**config.mk**
```make
export PLATFORM = sky130hd
export DESIGN_NAME = vcr_relay_top
export DESIGN_NICKNAME = d
export VERILOG_FILES = /design/src/vcr_pkg.sv /design/src/vcr_indicator.sv /design/src/vcr_relay_top.sv
export SDC_FILE = /design/constraint.sdc
export NUM_CORES = 1
export LEC_CHECK = 0
export BUFFER_PORTS_ARGS = -buffer_cell sky130_fd_sc_hd__buf_2
export CORE_ASPECT_RATIO = 0.8
export CORE_UTILIZATION = 55
export DETAILED_ROUTE_END_ITERATION = 16
export PLACE_DENSITY = 0.89
export SYNTH_ARGS = -nofsm -noshare
export SYNTH_HDL_FRONTEND = slang
export SYNTH_HIERARCHICAL = 1
export SYNTH_SLANG_ARGS = --single-unit
```
**constraint.sdc**
```tcl
create_clock -name i_clock -period 5.47 [get_ports i_clock]
set_clock_uncertainty 0.05 [all_clocks]
set_input_delay 0.2735 -clock i_clock [delete_from_list [all_inputs] [get_ports i_clock]]
set_output_delay 0.2735 -clock i_clock [all_outputs]
set_load 0.05 [all_outputs]
```
**src/vcr_pkg.sv**
```systemverilog
package vcr_pkg;

  // channel and switch geometry
  localparam int unsigned VCR_CHANNELS = 64;
  localparam int unsigned VCR_SW_BITS = 10;
  localparam int unsigned VCR_IDX_W = 12;
  localparam int unsigned VCR_FN_W = 3;
  localparam int unsigned VCR_UNIT_W = 6;
  localparam int unsigned VCR_CH_W = 6;

  // global channel indices start at one for the first unit
  localparam logic [VCR_IDX_W-1:0] VCR_GIDX_FIRST = 12'h001;
  localparam logic [VCR_IDX_W:0] VCR_SPAN = 13'h0040;
  localparam logic [VCR_CH_W-1:0] VCR_RELAY_CH = 6'h3F;  // local slot of channel 64

  // the seven control functions, carried as auxiliary relay numbers
  typedef enum logic [VCR_FN_W-1:0] {
    VCR_FN_NONE = 3'h0,
    VCR_FN_PLAY = 3'h1,
    VCR_FN_STOP = 3'h2,
    VCR_FN_REWIND = 3'h3,
    VCR_FN_FFWD = 3'h4,
    VCR_FN_PAUSE = 3'h5,
    VCR_FN_RECORD = 3'h6,
    VCR_FN_EJECT = 3'h7
  } vcr_func_t;

  // indicator timing
  localparam int unsigned VCR_CLK_KHZ = 250000;
  localparam int unsigned VCR_BLINK_HALF_MS = 500;
  localparam int unsigned VCR_PULSE_MS = 50;
  localparam int unsigned VCR_BLINK_CYC = VCR_BLINK_HALF_MS * VCR_CLK_KHZ;
  localparam int unsigned VCR_PULSE_CYC = VCR_PULSE_MS * VCR_CLK_KHZ;
  localparam int unsigned VCR_CNT_W = 27;

endpackage

```
**src/vcr_indicator.sv**
```systemverilog
`timescale 1ns/100ps
module vcr_indicator
  import vcr_pkg::*;
#(
  parameter int unsigned BLINK_CYC = VCR_BLINK_CYC,
  parameter int unsigned PULSE_CYC = VCR_PULSE_CYC
) (
  input wire logic i_clock,
  input wire logic i_rst,
  input wire logic i_restart,
  input wire logic i_accept,
  output logic o_led,
  output logic o_awaiting
);

  typedef enum logic [1:0] {
    ST_BLINK = 2'b01,
    ST_IDLE = 2'b10
  } vcr_ind_state_t;

  localparam logic [VCR_CNT_W-1:0] BLINK_LAST = VCR_CNT_W'(BLINK_CYC - 1);
  localparam logic [VCR_CNT_W-1:0] PULSE_LEN = VCR_CNT_W'(PULSE_CYC);

  vcr_ind_state_t state_q, state_d;
  logic [VCR_CNT_W-1:0] cnt_q, cnt_d;
  logic led_q, led_d;
  wire blink_wrap = (cnt_q == BLINK_LAST);
  wire pulse_live = (cnt_q != '0);

  // restart outranks an accept in the same cycle: config just moved under it
  always_comb begin
    state_d = state_q;
    cnt_d = cnt_q;
    led_d = led_q;
    if (i_restart) begin
      state_d = ST_BLINK;
      cnt_d = '0;
      led_d = 1'b1;
    end else if (i_accept) begin
      state_d = ST_IDLE;
      cnt_d = PULSE_LEN;
      led_d = 1'b1;
    end else begin
      unique case (state_q)
        ST_BLINK: begin
          cnt_d = blink_wrap ? '0 : cnt_q + 1'b1;
          led_d = blink_wrap ? ~led_q : led_q;
        end
        ST_IDLE: begin
          cnt_d = pulse_live ? cnt_q - 1'b1 : cnt_q;
          led_d = pulse_live && (cnt_q != VCR_CNT_W'(1));
        end
        default: begin
          state_d = ST_BLINK;
          cnt_d = '0;
        end
      endcase
    end
  end

  // power-up lands in the blinking, awaiting-first-command state
  always_ff @(posedge i_clock or posedge i_rst) begin
    if (i_rst) begin
      state_q <= ST_BLINK;
      cnt_q <= '0;
      led_q <= 1'b1;
    end else begin
      state_q <= state_d;
      cnt_q <= cnt_d;
      led_q <= led_d;
    end
  end

  assign o_led = led_q;
  assign o_awaiting = (state_q == ST_BLINK);

  a_blink_toggle: assert property (@(posedge i_clock) disable iff (i_rst)
    (state_q == ST_BLINK) && blink_wrap && !i_restart && !i_accept
      |=> (led_q != $past(led_q))) else $error("blink did not toggle");
  a_blink_steady: assert property (@(posedge i_clock) disable iff (i_rst)
    (state_q == ST_BLINK) && !blink_wrap && !i_restart && !i_accept
      |=> $stable(led_q)) else $error("blink toggled early");
  a_accept_pulse: assert property (@(posedge i_clock) disable iff (i_rst)
    i_accept && !i_restart |=> (state_q == ST_IDLE) && led_q)
    else $error("accept did not light");
  a_idle_dark: assert property (@(posedge i_clock) disable iff (i_rst)
    (state_q == ST_IDLE) && !pulse_live && !i_accept && !i_restart |=> !led_q)
    else $error("led lit without command");
  a_restart_blink: assert property (@(posedge i_clock) disable iff (i_rst)
    i_restart |=> (state_q == ST_BLINK) && (cnt_q == '0))
    else $error("restart ignored");
  c_blink_wrap: cover property (@(posedge i_clock) disable iff (i_rst)
    (state_q == ST_BLINK) && blink_wrap);

endmodule

```
**src/vcr_relay_top.sv**
```systemverilog
// Behaviour
// - blink data led until first accept
// - afterwards pulse led per accepted command only
// - forward commands for units further down
// - forwarded commands never light the data led
// - power, panel reset, switch change restart blinking
// - power led on from power-up
// - relay de-energized at power-up
// - play on channel 64 energizes relay
// - stop on channel 64 de-energizes relay
// - sixty-four addressed recorder control outputs
// - config from two ten-position switch banks
// - seven functions, numbers one to seven
// - downstream port forwards chain traffic
`timescale 1ns/100ps
module vcr_relay_top
  import vcr_pkg::*;
#(
  parameter int unsigned BLINK_CYC = VCR_BLINK_CYC,
  parameter int unsigned PULSE_CYC = VCR_PULSE_CYC
) (
  input wire logic i_clock,
  input wire logic i_rst,
  input wire logic [VCR_SW_BITS-1:0] i_sw_bank1,
  input wire logic [VCR_SW_BITS-1:0] i_sw_bank2,
  input wire logic i_panel_reset,
  input wire logic i_cmd_valid,
  input wire logic i_cmd_good,
  input wire logic [VCR_IDX_W-1:0] i_cmd_global_channel_index,
  input wire logic [VCR_FN_W-1:0] i_cmd_func,
  output logic o_fwd_valid,
  output logic [VCR_IDX_W-1:0] o_fwd_global_channel_index,
  output logic [VCR_FN_W-1:0] o_fwd_func,
  output logic [VCR_CHANNELS-1:0] o_vcr_strobe,
  output logic [VCR_FN_W-1:0] o_vcr_func,
  output logic o_relay,
  output logic o_power_led,
  output logic o_data_led
);

  // switch and button pins: two flops before any logic looks at them
  logic [2*VCR_SW_BITS:0] pin_meta_q;
  logic [2*VCR_SW_BITS:0] pin_sync_q;
  logic [2*VCR_SW_BITS-1:0] sw_prev_q;

  always_ff @(posedge i_clock or posedge i_rst) begin
    if (i_rst) begin
      pin_meta_q <= '0;
      pin_sync_q <= '0;
    end else begin
      pin_meta_q <= {i_panel_reset, i_sw_bank2, i_sw_bank1};
      pin_sync_q <= pin_meta_q;
    end
  end

  // previous settled switch image, for change detection; the compare stays
  // blind until the image holds a real sample, else every release of reset
  // with non-zero switches would fake a slide move
  localparam int unsigned SW_SETTLE = 3;
  logic [SW_SETTLE-1:0] sw_armed_q;

  always_ff @(posedge i_clock or posedge i_rst) begin
    if (i_rst) begin
      sw_prev_q <= '0;
      sw_armed_q <= '0;
    end else begin
      sw_prev_q <= pin_sync_q[2*VCR_SW_BITS-1:0];
      sw_armed_q <= {sw_armed_q[SW_SETTLE-2:0], 1'b1};
    end
  end

  // any switch slide moving, or the panel button, restarts the indicator
  wire [2*VCR_SW_BITS-1:0] sw_now = pin_sync_q[2*VCR_SW_BITS-1:0];
  wire panel_reset = pin_sync_q[2*VCR_SW_BITS];
  wire cfg_change = sw_armed_q[SW_SETTLE-1] && (sw_now != sw_prev_q);
  wire restart = cfg_change || panel_reset;

  // unit address from the low bits of bank one; bank two only watched
  wire [VCR_UNIT_W-1:0] unit_addr = sw_now[VCR_UNIT_W-1:0];
  wire [VCR_IDX_W-1:0] base_idx = {unit_addr, {VCR_CH_W{1'b0}}} + VCR_GIDX_FIRST;
  wire [VCR_IDX_W:0] end_idx = {1'b0, base_idx} + VCR_SPAN;

  // command classification
  wire func_known = (i_cmd_func != VCR_FN_NONE);
  wire cmd_ok = i_cmd_valid && i_cmd_good && func_known;
  wire [VCR_IDX_W:0] idx_ext = {1'b0, i_cmd_global_channel_index};
  wire at_or_above = (i_cmd_global_channel_index >= base_idx);
  wire beyond = cmd_ok && (idx_ext >= end_idx);
  wire here = cmd_ok && at_or_above && !(idx_ext >= end_idx);
  wire [VCR_IDX_W-1:0] rel_full = i_cmd_global_channel_index - base_idx;
  wire [VCR_CH_W-1:0] rel_ch = rel_full[VCR_CH_W-1:0];
  wire to_relay = here && (rel_ch == VCR_RELAY_CH);
  wire relay_on = to_relay && (i_cmd_func == VCR_FN_PLAY);
  wire relay_off = to_relay && (i_cmd_func == VCR_FN_STOP);

  // downstream forward stage: one registered copy of the command
  logic fwd_valid_q;
  logic [VCR_IDX_W-1:0] fwd_idx_q;
  logic [VCR_FN_W-1:0] fwd_func_q;

  always_ff @(posedge i_clock or posedge i_rst) begin
    if (i_rst) begin
      fwd_valid_q <= 1'b0;
      fwd_idx_q <= '0;
      fwd_func_q <= '0;
    end else begin
      fwd_valid_q <= beyond;
      if (beyond) begin
        fwd_idx_q <= i_cmd_global_channel_index;
        fwd_func_q <= i_cmd_func;
      end
    end
  end

  // per-channel strobe decode; one register for the bank keeps a single writer
  wire [VCR_CHANNELS-1:0] strobe_hit;
  logic [VCR_CHANNELS-1:0] strobe_q;
  genvar g;
  generate
    for (g = 0; g < VCR_CHANNELS; g++) begin : g_chan
      assign strobe_hit[g] = here && (rel_ch == VCR_CH_W'(g));
    end
  endgenerate

  always_ff @(posedge i_clock or posedge i_rst) begin
    if (i_rst) begin
      strobe_q <= '0;
    end else begin
      strobe_q <= strobe_hit;
    end
  end

  // shared function code held for the analog drive; relay latched state
  logic [VCR_FN_W-1:0] func_q;
  logic relay_q;
  logic power_q;

  always_ff @(posedge i_clock or posedge i_rst) begin
    if (i_rst) begin
      func_q <= VCR_FN_NONE;
      relay_q <= 1'b0;
      power_q <= 1'b1;
    end else begin
      if (here) begin
        func_q <= i_cmd_func;
      end
      if (relay_on) begin
        relay_q <= 1'b1;
      end else if (relay_off) begin
        relay_q <= 1'b0;
      end
      power_q <= 1'b1;
    end
  end

  // indicator timing lives apart; only local accepts reach it
  logic awaiting;
  vcr_indicator #(
    .BLINK_CYC(BLINK_CYC),
    .PULSE_CYC(PULSE_CYC)
  ) u_indicator (
    .i_clock(i_clock),
    .i_rst(i_rst),
    .i_restart(restart),
    .i_accept(here),
    .o_led(o_data_led),
    .o_awaiting(awaiting)
  );

  assign o_fwd_valid = fwd_valid_q;
  assign o_fwd_global_channel_index = fwd_idx_q;
  assign o_fwd_func = fwd_func_q;
  assign o_vcr_strobe = strobe_q;
  assign o_vcr_func = func_q;
  assign o_relay = relay_q;
  assign o_power_led = power_q;

  // checks on forwarding, relay and channel decode
  a_fwd_beyond: assert property (@(posedge i_clock) disable iff (i_rst)
    beyond |=> o_fwd_valid && (o_fwd_global_channel_index == $past(i_cmd_global_channel_index))
      && (o_fwd_func == $past(i_cmd_func))) else $error("command not forwarded");
  a_fwd_not_local: assert property (@(posedge i_clock) disable iff (i_rst)
    beyond |=> (o_vcr_strobe == '0)) else $error("forwarded command acted on");
  a_led_local_only: assert property (@(posedge i_clock) disable iff (i_rst)
    !here && !awaiting && !o_data_led && !restart |=> !o_data_led)
    else $error("led lit by non-local traffic");
  a_power_on: assert property (@(posedge i_clock) disable iff (i_rst)
    o_power_led) else $error("power led off");
  a_relay_cause: assert property (@(posedge i_clock) disable iff (i_rst)
    $rose(o_relay) |-> $past(relay_on)) else $error("relay moved uncommanded");
  a_relay_play: assert property (@(posedge i_clock) disable iff (i_rst)
    relay_on |=> o_relay ##1 ($stable(o_relay) || $past(relay_off)))
    else $error("play did not energize");
  a_relay_stop: assert property (@(posedge i_clock) disable iff (i_rst)
    relay_off |=> !o_relay) else $error("stop did not release");
  a_strobe_one: assert property (@(posedge i_clock) disable iff (i_rst)
    here |=> (o_vcr_strobe == (64'h1 << $past(rel_ch))) && (o_vcr_func == $past(i_cmd_func)))
    else $error("wrong channel strobed");
  a_unit_window: assert property (@(posedge i_clock) disable iff (i_rst)
    here |-> (rel_full < VCR_IDX_W'(VCR_CHANNELS))) else $error("index outside unit");
  a_invalid_drop: assert property (@(posedge i_clock) disable iff (i_rst)
    i_cmd_valid && !cmd_ok |=> !o_fwd_valid && (o_vcr_strobe == '0))
    else $error("bad command used");
  a_cfg_restart: assert property (@(posedge i_clock) disable iff (i_rst)
    cfg_change |=> awaiting) else $error("switch change kept state");

  c_local_cmd: cover property (@(posedge i_clock) disable iff (i_rst) here);
  c_forward: cover property (@(posedge i_clock) disable iff (i_rst) beyond);
  c_relay_cycle: cover property (@(posedge i_clock) disable iff (i_rst)
    relay_on ##[1:20] relay_off);

endmodule

```
==> flow_summary_export.csv, run 1 <==
group,metric,value,unit
layout,final_common_cell,"dfrtp_1",
die,initial_core_util,57.6,%
grt,grt_pass1_vias,6218,
detailed_routing,drtIter0Drc,655,
placed_design,dp_hpwl,13300,um
grt,grt_max_degree,92,
logic_synthesis,ys_seq_area_share,56.3,%
timing,holdWs,73.0,ps
die,die_w,137,um
clock_tree,clock_path_buffers,2,
die,die_h,110,um
die,io_pins,126,
grt,met3_usage,7.84,%
power_and_ir_drop,ir_worst_vdd,0.409,mV
job,drv_cap,0,
outcome,outcome,"completed",
detailed_routing,wl_per_cell,20.5,um
timing,post-route-period-util,66.6,%
clock_tree,cts_max_level,4,
grt,grt.overflow.total,0,
timing,fin_crit,3640,ps
timing,fin_setup_tns,0,ps
placed_design,preCtsSetupSlack,2150,ps
logic_synthesis,yosysTopAreaCell,"dfrtp_1",
power_and_ir_drop,power.share.sequential,45.1,%
detailed_routing,drtPass1Iterations,6,
clock_tree,clk_latency,440,ps
worst_setup_path,arrival,3870,ps
logic_synthesis,synthArstFlopShare,100,%
power_and_ir_drop,p_clk_share,37.2,%
clock_tree,ctsHoldBuffers,22,
worst_setup_path,reg2reg_slack,1830,ps
clock_tree,cts_resized,0,
detailed_routing,viasPerCell,6.12,
logic_synthesis,syn_inst,702,
grt,use_met2,47.9,%
timing,clock.fmax,275,MHz
logic_synthesis,avgSynthCellArea,11.3,um^2
timing,setup_violations,0,
layout,layout_common_cells,"dfrtp_1, buf_2, nor2_1, nor4_1, inv_1",
worst_setup_path,critPathMaxFanout,6,
logic_synthesis,synth_top_area_share,55.6,%
worst_setup_path,cp.required,5700,ps
timing,drv_slew,0,
logic_synthesis,synth-seq-cells,179,
power_and_ir_drop,power_density,344,nW/um^2
die,fp-row-count,38,
timing,worstMarginPinSlew,1080,ps
grt,busiest_layer,"met2",
power_and_ir_drop,p_sw_share,30.7,%
logic_synthesis,ys.flop_type,"dfrtp_1",
timing,timing.slew.headroom,28.3,%
detailed_routing,num_vias,6242,
placed_design,gp_congestion,0.924,
logic_synthesis,yosys.cell_types.count,70,
timing,hold_viol,0,
detailed_routing,drc_errors,0,
layout,nets,884,
layout,drive_above_1_share,24.6,%
worst_hold_path,hold_depth,2,
logic_synthesis,syn_area,7960,um^2
clock_tree,cts_root_buf,"clkbuf_16",
clock_tree,clock_sinks,179,
worst_setup_path,cp-start-kind,"flop",
clock_tree,cts_setup_buffers,0,
placed_design,io_buffer_count,124,
worst_setup_path,endpoint_kind,"flop",
detailed_routing,final_antenna_net_count,0,
logic_synthesis,synth_area_leaders,"dfrtp_1, xnor2_1, nor2_1",
grt,grt_pass1_wl,34100,um
worst_setup_path,rr_startpoint,"pin_sync_q[1]$_DFF_PP0_",
logic_synthesis,synth_edf_count,0,
power_and_ir_drop,p_comb_share,17.7,%
logic_synthesis,yosys_warnings,6,
clock_tree,clkTransAtPathRegs,80,ps
clock_tree,cts_buffers,17,
worst_setup_path,crit_start,"pin_sync_q[1]$_DFF_PP0_",
grt,grt_antenna_before_repair,1,
worst_setup_path,reg2reg_depth,13,
worst_hold_path,min_from,"i_cmd_func[1]",
clock_tree,cts_tree,"built",
die,fp.coreArea,13800,um^2
grt,grt_use_total,30.9,%
worst_hold_path,holdCritPathClass,"input port to flop",
power_and_ir_drop,power_leakage,4.38,nW
layout,areaGrowthSynthToFinish,18.3,%
power_and_ir_drop,netSwitchingPower,0.000996,W
power_and_ir_drop,intPower,0.00225,W
detailed_routing,wirelength,20900,um
timing,rsz0062_at_grt,"false",
die,die_area,15000,um^2
worst_setup_path,crit_type,"flop to flop",
timing,setup_slack,1830,ps
grt,use_met1,41.3,%
[path summary, 6_finish.rpt]
| path | to |
|---|---|
| hold reg to reg | pin_sync_q[0]$_DFF_PP0_ |
| setup reg to reg | u_indicator/cnt_q[21]$_DFFE_PP0P_ |
| hold / removal | o_fwd_func[1]$_DFFE_PP0P_ |
| setup / recovery | u_indicator/cnt_q[21]$_DFFE_PP0P_ |
| max in group asynchronous | o_fwd_global_channel_index[1]$_DFFE_PP0P_ |
| min in group asynchronous | u_indicator/cnt_q[0]$_DFFE_PP0P_ |
[flip-flops by register name, summed over array words and instances (netlist names)]
| name | flops |
|---|---|
| o_vcr_strobe | 64 |
| u_indicator/cnt_q | 27 |
| pin_meta_q | 21 |
| pin_sync_q | 21 |
| sw_prev_q | 20 |
| o_fwd_global_channel_index | 12 |
| o_fwd_func | 3 |
| o_vcr_func | 3 |
| sw_armed_q | 3 |
| u_indicator/state_q | 2 |
| o_fwd_valid | 1 |
| o_relay | 1 |
| u_indicator/o_led | 1 |
[metal layers]
metal	part of all wire, %	vias up
li1	-	2752
met1	41	3053
met2	46	367
met5	0	-
met3	9.6	70
met4	3.6	0
[worst max-delay path, cell delays in order, from the launching register on]
cell and delay (ps):
dfrtp_1 470, ha_1 260, nand3_1 130, xnor2_1 180, ha_1 330, nand3_1 110, a32oi_1 370, o31ai_4 200
o211ai_4 110, inv_1 160, or3_1 390, o31ai_1 460, a211o_1 160, o311ai_1 90
[cell usage after synthesis, types with 4 or more instances]
cell / instances
a21oi_1: 16
a221oi_1: 5
a22oi_1: 8
a31oi_1: 10
and3_1: 6
and4_1: 8
buf_2: 16
buf_4: 4
buf_6: 6
clkbuf_1: 21
dfrtp_1: 177
ha_1: 18
inv_1: 33
mux2_1: 11
mux2_2: 7
nand2_1: 30
nand3_1: 30
nand4_1: 16
nor2_1: 62
nor2b_1: 4
nor3_1: 17
nor3b_1: 8
nor4_1: 33
nor4_2: 14
o21ai_0: 24
or3_1: 4
xnor2_1: 31
xor2_1: 19
[power by group through the flow]
stage	sequential, W	clock [W]	combinational, W
finish	0.00146	0.00121	0.000575
global route	0.00147	0.00127	0.000610
CTS	0.00146	0.00120	0.000569
detailed placement	0.00148	0	0.000552
global placement	0.00148	0	0.000540
floorplan	0.00168	0	0.000212
[cells by family after synthesis]
logic type	share of synthesized area (%)
compound gates	8.97
xor+xnor	5.50
fa+ha+maj	2.83
buf+inv	4.82
flops	56.3
mux	2.67
other cells	0.0471
simple gates	18.9
[per-stage QoR]
step	util (%)	std cells	total power, W	instance area (um^2)
final	68.1	1020	0.00324	9420
after global routing	68.1	1020	0.00335	9420
after CTS	68.1	1019	0.00323	9420
after detailed placement	62.3	965	0.00203	8620
after global placement	62.3	965	0.00202	8620
after floorplan	-	703	0.00190	7970
[layout make-up]
class	instances	area, um^2
Timing Repair Buffer	152	886
Antenna cell	1	2.50
Inverter	33	129
Sequential cell	179	4480
Clock buffer	22	484
Multi-Input combinational cell	443	3120
Tap cell	180	225
Fill cell	943	4410
Clock inverter	10	96.3
(Power assumes the default switching activity.)
==> run 2, diff against run 1 <==
clock period = 3.7 ns   (was 5.47 ns; I/O delays follow)
==> flow_summary_export.csv, run 2 (synthesis results as in run 1) <==
group,metric,value,unit
worst_setup_path,rr_startpoint,"pin_sync_q[2]$_DFF_PP0_",
grt,grt.overflow.total,0,
power_and_ir_drop,power_density,511,nW/um^2
die,die_area,15000,um^2
die,io_pins,126,
worst_setup_path,crit_start,"pin_sync_q[2]$_DFF_PP0_",
timing,worstMarginPinSlew,1070,ps
worst_setup_path,cpPeakStageDelay,520,ps
placed_design,dp_hpwl,13600,um
timing,post-route-period-util,96.8,%
clock_tree,cts_root_buf,"clkbuf_16",
clock_tree,clk_latency,430,ps
layout,fillers,901,
clock_tree,cts_buffers,17,
timing,timing.slew.headroom,28.4,%
clock_tree,clock_sinks,179,
layout,areaGrowthSynthToFinish,19.3,%
layout,diodes,0,
timing,clock.fmax,279,MHz
worst_hold_path,holdCritPathClass,"input port to flop",
worst_setup_path,path_cells,"and3_1, nand3_1, xnor2_1, ha_1, a21oi_1, nand2_1, o31ai_4, o211ai_4, inv_1, nand2_1, inv_1, a21oi_1, a21oi_1",
die,die_w,137,um
timing,fin_setup_tns,0,ps
detailed_routing,num_vias,6388,
job,drv_cap,0,
worst_setup_path,cp-start-kind,"flop",
timing,hold_viol,0,
timing,rsz0062_at_grt,"false",
layout,largest_reg_flops,64,
detailed_routing,drc_errors,0,
clock_tree,clkTransAtPathRegs,70,ps
timing,drv_slew,0,
die,fp.coreArea,13800,um^2
clock_tree,cts_tree,"built",
power_and_ir_drop,power_leakage,4.39,nW
grt,grt_antenna_before_repair,0,
placed_design,gp_congestion,0.965,
layout,nets,889,
power_and_ir_drop,total_power,0.00486,W
worst_hold_path,min_from,"i_cmd_func[0]",
worst_setup_path,arrival,3880,ps
detailed_routing,final_antenna_net_count,0,
timing,setup_violations,0,
grt,grt_use_total,31.3,%
worst_setup_path,cpMostUsedCell,"a21oi_1",
grt,grt_pass1_vias,6249,
die,die_h,110,um
power_and_ir_drop,ir_worst_vdd,0.778,mV
worst_setup_path,crit_type,"flop to flop",
detailed_routing,wirelength,22100,um
clock_tree,clock_path_buffers,2,
layout,final_common_cell,"dfrtp_1",
timing,fin_crit,3580,ps
outcome,outcome,"completed",
detailed_routing,drtPass1Iterations,5,
worst_setup_path,cp.required,4000,ps
die,initial_core_util,57.6,%
grt,grt_pass1_wl,34500,um
detailed_routing,viasPerCell,6.24,
worst_setup_path,critPathSlowestCell,"dfrtp_1",
placed_design,io_buffer_count,124,
worst_setup_path,endpoint_kind,"flop",
grt,grt_max_degree,150,
detailed_routing,wl_per_cell,21.5,um
die,fp-row-count,38,
clock_tree,cts_max_level,4,
layout,layout_common_cells,"dfrtp_1, buf_2, nor2_1, nor4_1, inv_1",
worst_setup_path,critPathMaxFanout,9,
detailed_routing,drtIter0Drc,686,
layout,drive_above_1_share,24.6,%
## run 2: cell types whose count changed in the layout (fill, tap and decap cells not counted), sizes merged
cell	delta
diode	-1
buf	+1
dlygate4sd3	+4
clkinvlp	+4
bufinv	+1
clkinv	-4
inv	-1
## run 2: report_power, final
part           total, W  switching, W  leakage [nW]  internal [W]
logic          0.000866      0.000624          1.81      0.000242
clock network   0.00182      0.000783         0.275       0.00104
registers       0.00217     0.0000833          2.31       0.00208
total           0.00486       0.00149          4.39       0.00336
## run 2: final cells by class
type                    instances  area [um^2]  share of cell area (%)
flip-flops and latches        179         4480                    47.2
multi-input cells             443         3130                    33.0
repair buffers                157          946                    9.96
clock buffers                  22          464                    4.89
well taps                     180          225                    2.37
inverters                      33          128                    1.34
clock inverters                10          124                    1.30
## run 2: metal layers
metal / share of wire, % / wire (um) / GRT usage, %
met5: 0 / 0 / 0
met3: 9.5 / 2090 / 8.02
met1: 42 / 9170 / 42.1
met4: 3.5 / 772 / 13.7
met2: 45 / 10000 / 48.3
## run 2: worst max-delay path: cells and delay by family, from the launching register on
kind / cells / cell delay, ps
buf+inv: 2 / 460
compound gates: 5 / 1090
flops: 1 / 520
fa+ha+maj: 1 / 310
simple gates: 4 / 900
xor+xnor: 1 / 160
## run 2: path summary, 6_finish.rpt
path	endpoint	slack, ps	depth (start not counted)
worst max-delay path	u_indicator/cnt_q[15]$_DFFE_PP0P_	120	13
worst min-delay path	o_vcr_func[0]$_DFFE_PP0P_	20	2
worst max register to register	u_indicator/cnt_q[15]$_DFFE_PP0P_	120	13
worst min register to register	pin_sync_q[4]$_DFF_PP0_	300	0
max in group asynchronous	pin_meta_q[14]$_DFF_PP0_	2500	4
min in group asynchronous	u_indicator/cnt_q[4]$_DFFE_PP0P_	370	4
## run 2: timing repair
item | in CTS | in global routing
setup buffers | 0 | 0
endpoints found under the hold margin | 79 | 0
resized for setup | 0 | 3
setup endpoints to repair | 0 | 7
hold buffers | 26 | 0
## run 2: metrics by stage
stage	hold WS (ps)	cell area (um^2)	instances	setup slack [ps]	utilization, %
CTS	11.6	9490	1024	336	68.6
detailed placement	244	8640	966	364	62.4
floorplan	166	7970	703	539	-
global route	19.1	9500	1024	0.136	68.7
global placement	245	8640	966	496	62.4
finish	24.8	9500	1024	118	68.7
==> run 3, diff against run 2 <==
CORE_UTILIZATION = 40   (was 55)
PLACE_DENSITY = 0.71   (was 0.89)
==> flow_summary_export.csv, run 3 (synthesis results as in run 1) <==
group,metric,value,unit
die,io_pins,126,
job,drv_cap,0,
worst_hold_path,hold_depth,2,
layout,regArea,4480,um^2
grt,grt_use_total,20.3,%
layout,nets,895,
clock_tree,clkTransAtPathRegs,70,ps
power_and_ir_drop,netSwitchingPower,0.00146,W
layout,diodes,0,
clock_tree,cts_max_level,4,
power_and_ir_drop,ir_worst_vdd,0.379,mV
power_and_ir_drop,power_density,500,nW/um^2
timing,rsz0062_at_grt,"false",
placed_design,io_buffer_count,124,
worst_setup_path,reg2reg_slack,350,ps
power_and_ir_drop,total_power,0.00481,W
power_and_ir_drop,p_comb_share,17.6,%
worst_setup_path,reg2reg_depth,13,
timing,drv_slew,0,
timing,fin_setup_tns,0,ps
die,die_w,160,um
placed_design,dp_hpwl,13300,um
worst_hold_path,min_from,"i_cmd_global_channel_index[8]",
timing,hold_viol,0,
detailed_routing,wirelength,19500,um
detailed_routing,drc_errors,0,
detailed_routing,viasPerCell,5.42,
worst_setup_path,r2r-end,"u_indicator/cnt_q[21]$_DFFE_PP0P_",
detailed_routing,drtIter0Drc,423,
detailed_routing,num_vias,5990,
layout,multiInputGateArea,3120,um^2
die,fp-row-count,45,
timing,clock.fmax,299,MHz
worst_setup_path,rr_startpoint,"pin_sync_q[2]$_DFF_PP0_",
power_and_ir_drop,p_sw_share,30.4,%
clock_tree,clock_path_buffers,2,
die,initial_core_util,41.4,%
grt,grt_max_degree,76,
clock_tree,cts_root_buf,"clkbuf_16",
die,fp.coreArea,19300,um^2
power_and_ir_drop,p_clk_share,37.6,%
worst_setup_path,cp-start-kind,"flop",
timing,setup_violations,0,
worst_setup_path,endpoint_kind,"flop",
layout,drive_above_1_share,24.8,%
detailed_routing,drtPass1Iterations,5,
clock_tree,cts_setup_buffers,0,
clock_tree,clk_latency,430,ps
timing,timing.slew.headroom,29.1,%
detailed_routing,wl_per_cell,17.7,um
placed_design,gp_congestion,0.912,
grt,grt_pass1_wl,32100,um
timing,worstMarginPinSlew,1060,ps
clock_tree,cts_tree,"built",
worst_setup_path,cp_top_family,"compound AO/OA/AOI/OAI gates",
worst_setup_path,cpPeakStageDelay,480,ps
clock_tree,cts_resized,0,
die,die_area,20500,um^2
power_and_ir_drop,intPower,0.00335,W
timing,post-route-period-util,90.5,%
layout,layout_common_cells,"dfrtp_1, buf_2, nor2_1, nor4_1, inv_1",
grt,grt_pass1_vias,5960,
clock_tree,clock_sinks,179,
layout,areaGrowthSynthToFinish,20.9,%
layout,fillers,1741,
worst_setup_path,critPathSlowestCell,"dfrtp_1",
worst_hold_path,holdCritPathClass,"input port to flop",
worst_setup_path,critPathMaxFanout,7,
power_and_ir_drop,power_leakage,4.43,nW
clock_tree,cts_buffers,17,
layout,largest_reg_flops,64,
worst_setup_path,arrival,3570,ps
worst_setup_path,critPathBufInv,1,
worst_hold_path,min_to,"o_fwd_global_channel_index[8]$_DFFE_PP0P_",
detailed_routing,final_antenna_net_count,0,
outcome,outcome,"completed",
grt,grt.overflow.total,0,
layout,final_common_cell,"dfrtp_1",
worst_setup_path,crit_type,"flop to flop",
worst_setup_path,path_cells,"and3_1, nand3_1, xnor2_1, ha_1, a21oi_1, a32oi_1, o31ai_4, o211ai_4, inv_1, or3_1, o31ai_1, a211o_1, o311ai_1",
timing,fin_crit,3350,ps
worst_setup_path,cp.required,3920,ps
die,die_h,128,um
grt,grt_antenna_before_repair,0,
power_and_ir_drop,power.share.sequential,44.8,%
run 3: cell count changes in the layout (fill, tap and decap cells not counted), moves of 2 or more:
| cell | previous run | this run |
|---|---|---|
| clkbuf_1 | 3 | 0 |
| clkinv_4 | 0 | 2 |
| clkinvlp_4 | 5 | 1 |
| buf_4 | 6 | 10 |
| inv_6 | 2 | 4 |
| dlygate4sd3_1 | 26 | 28 |
run 3: final cells by class:
type	count	share of cell area, %
Clock inverter	12	1.51
Sequential cell	179	46.5
Clock buffer	18	4.56
Timing Repair Buffer	163	10.3
Multi-Input combinational cell	443	32.4
Tap cell	258	3.35
Inverter	33	1.33
run 3: how the worst max path moves through the flow:
stage / startpoint / cells after the start / slack [ps] / to
global route: pin_sync_q[2]$_DFF_PP0_ / 13 / 90 / u_indicator/cnt_q[21]$_DFFE_PP0P_
floorplan: pin_sync_q[2]$_DFF_PP0_ / 14 / 540 / u_indicator/cnt_q[21]$_DFFE_PP0P_
global placement: pin_sync_q[2]$_DFF_PP0_ / 13 / 500 / u_indicator/cnt_q[21]$_DFFE_PP0P_
CTS: pin_sync_q[2]$_DFF_PP0_ / 13 / 380 / u_indicator/cnt_q[21]$_DFFE_PP0P_
detailed placement: pin_sync_q[2]$_DFF_PP0_ / 13 / 390 / u_indicator/cnt_q[21]$_DFFE_PP0P_
finish: pin_sync_q[2]$_DFF_PP0_ / 13 / 350 / u_indicator/cnt_q[21]$_DFFE_PP0P_
run 3: per-layer routing:
metal	wire, um	GRT usage [%]	vias to the layer above	part of all wire, %
li1	-	-	2774	-
met1	9170	28.3	3010	47
met2	8610	30.0	189	44
met3	1540	6.70	17	7.9
met4	225	5.94	0	1.2
met5	0	0	-	0
run 3: per-stage QoR:
| step | setup slack (ps) | cell area, um^2 | utilization (%) | cells | hold WS [ps] |
|---|---|---|---|---|---|
| after floorplan | 539 | 7970 | - | 703 | 166 |
| after global placement | 502 | 8760 | 45.5 | 1048 | 245 |
| after detailed placement | 386 | 8760 | 45.5 | 1048 | 244 |
| after CTS | 381 | 9630 | 50.0 | 1106 | 1.70 |
| after global routing | 93.6 | 9630 | 50.0 | 1106 | 10.1 |
| final | 352 | 9630 | 50.0 | 1106 | 11.7 |
run 3: power groups by stage:
stage	Combinational, W	Clock (W)	Sequential [W]
finish	0.000848	0.00181	0.00215
global route	0.000900	0.00192	0.00217
CTS	0.000848	0.00183	0.00215
detailed placement	0.000822	0	0.00219
global placement	0.000816	0	0.00218
floorplan	0.000314	0	0.00249
run 3: what timing repair did:
item,in CTS,in global routing
hold buffers,28,0
setup endpoints to repair,0,0
hold endpoints to repair,98,0
run 3: worst reg2reg max path, stage by stage, from the launching register on:
cell and delay (ps):
dfrtp_1 480, and3_1 240, nand3_1 110, xnor2_1 150
ha_1 320, a21oi_1 90, a32oi_1 300, o31ai_4 190
o211ai_4 110, inv_1 150, or3_1 390, o31ai_1 370
a211o_1 150, o311ai_1 80
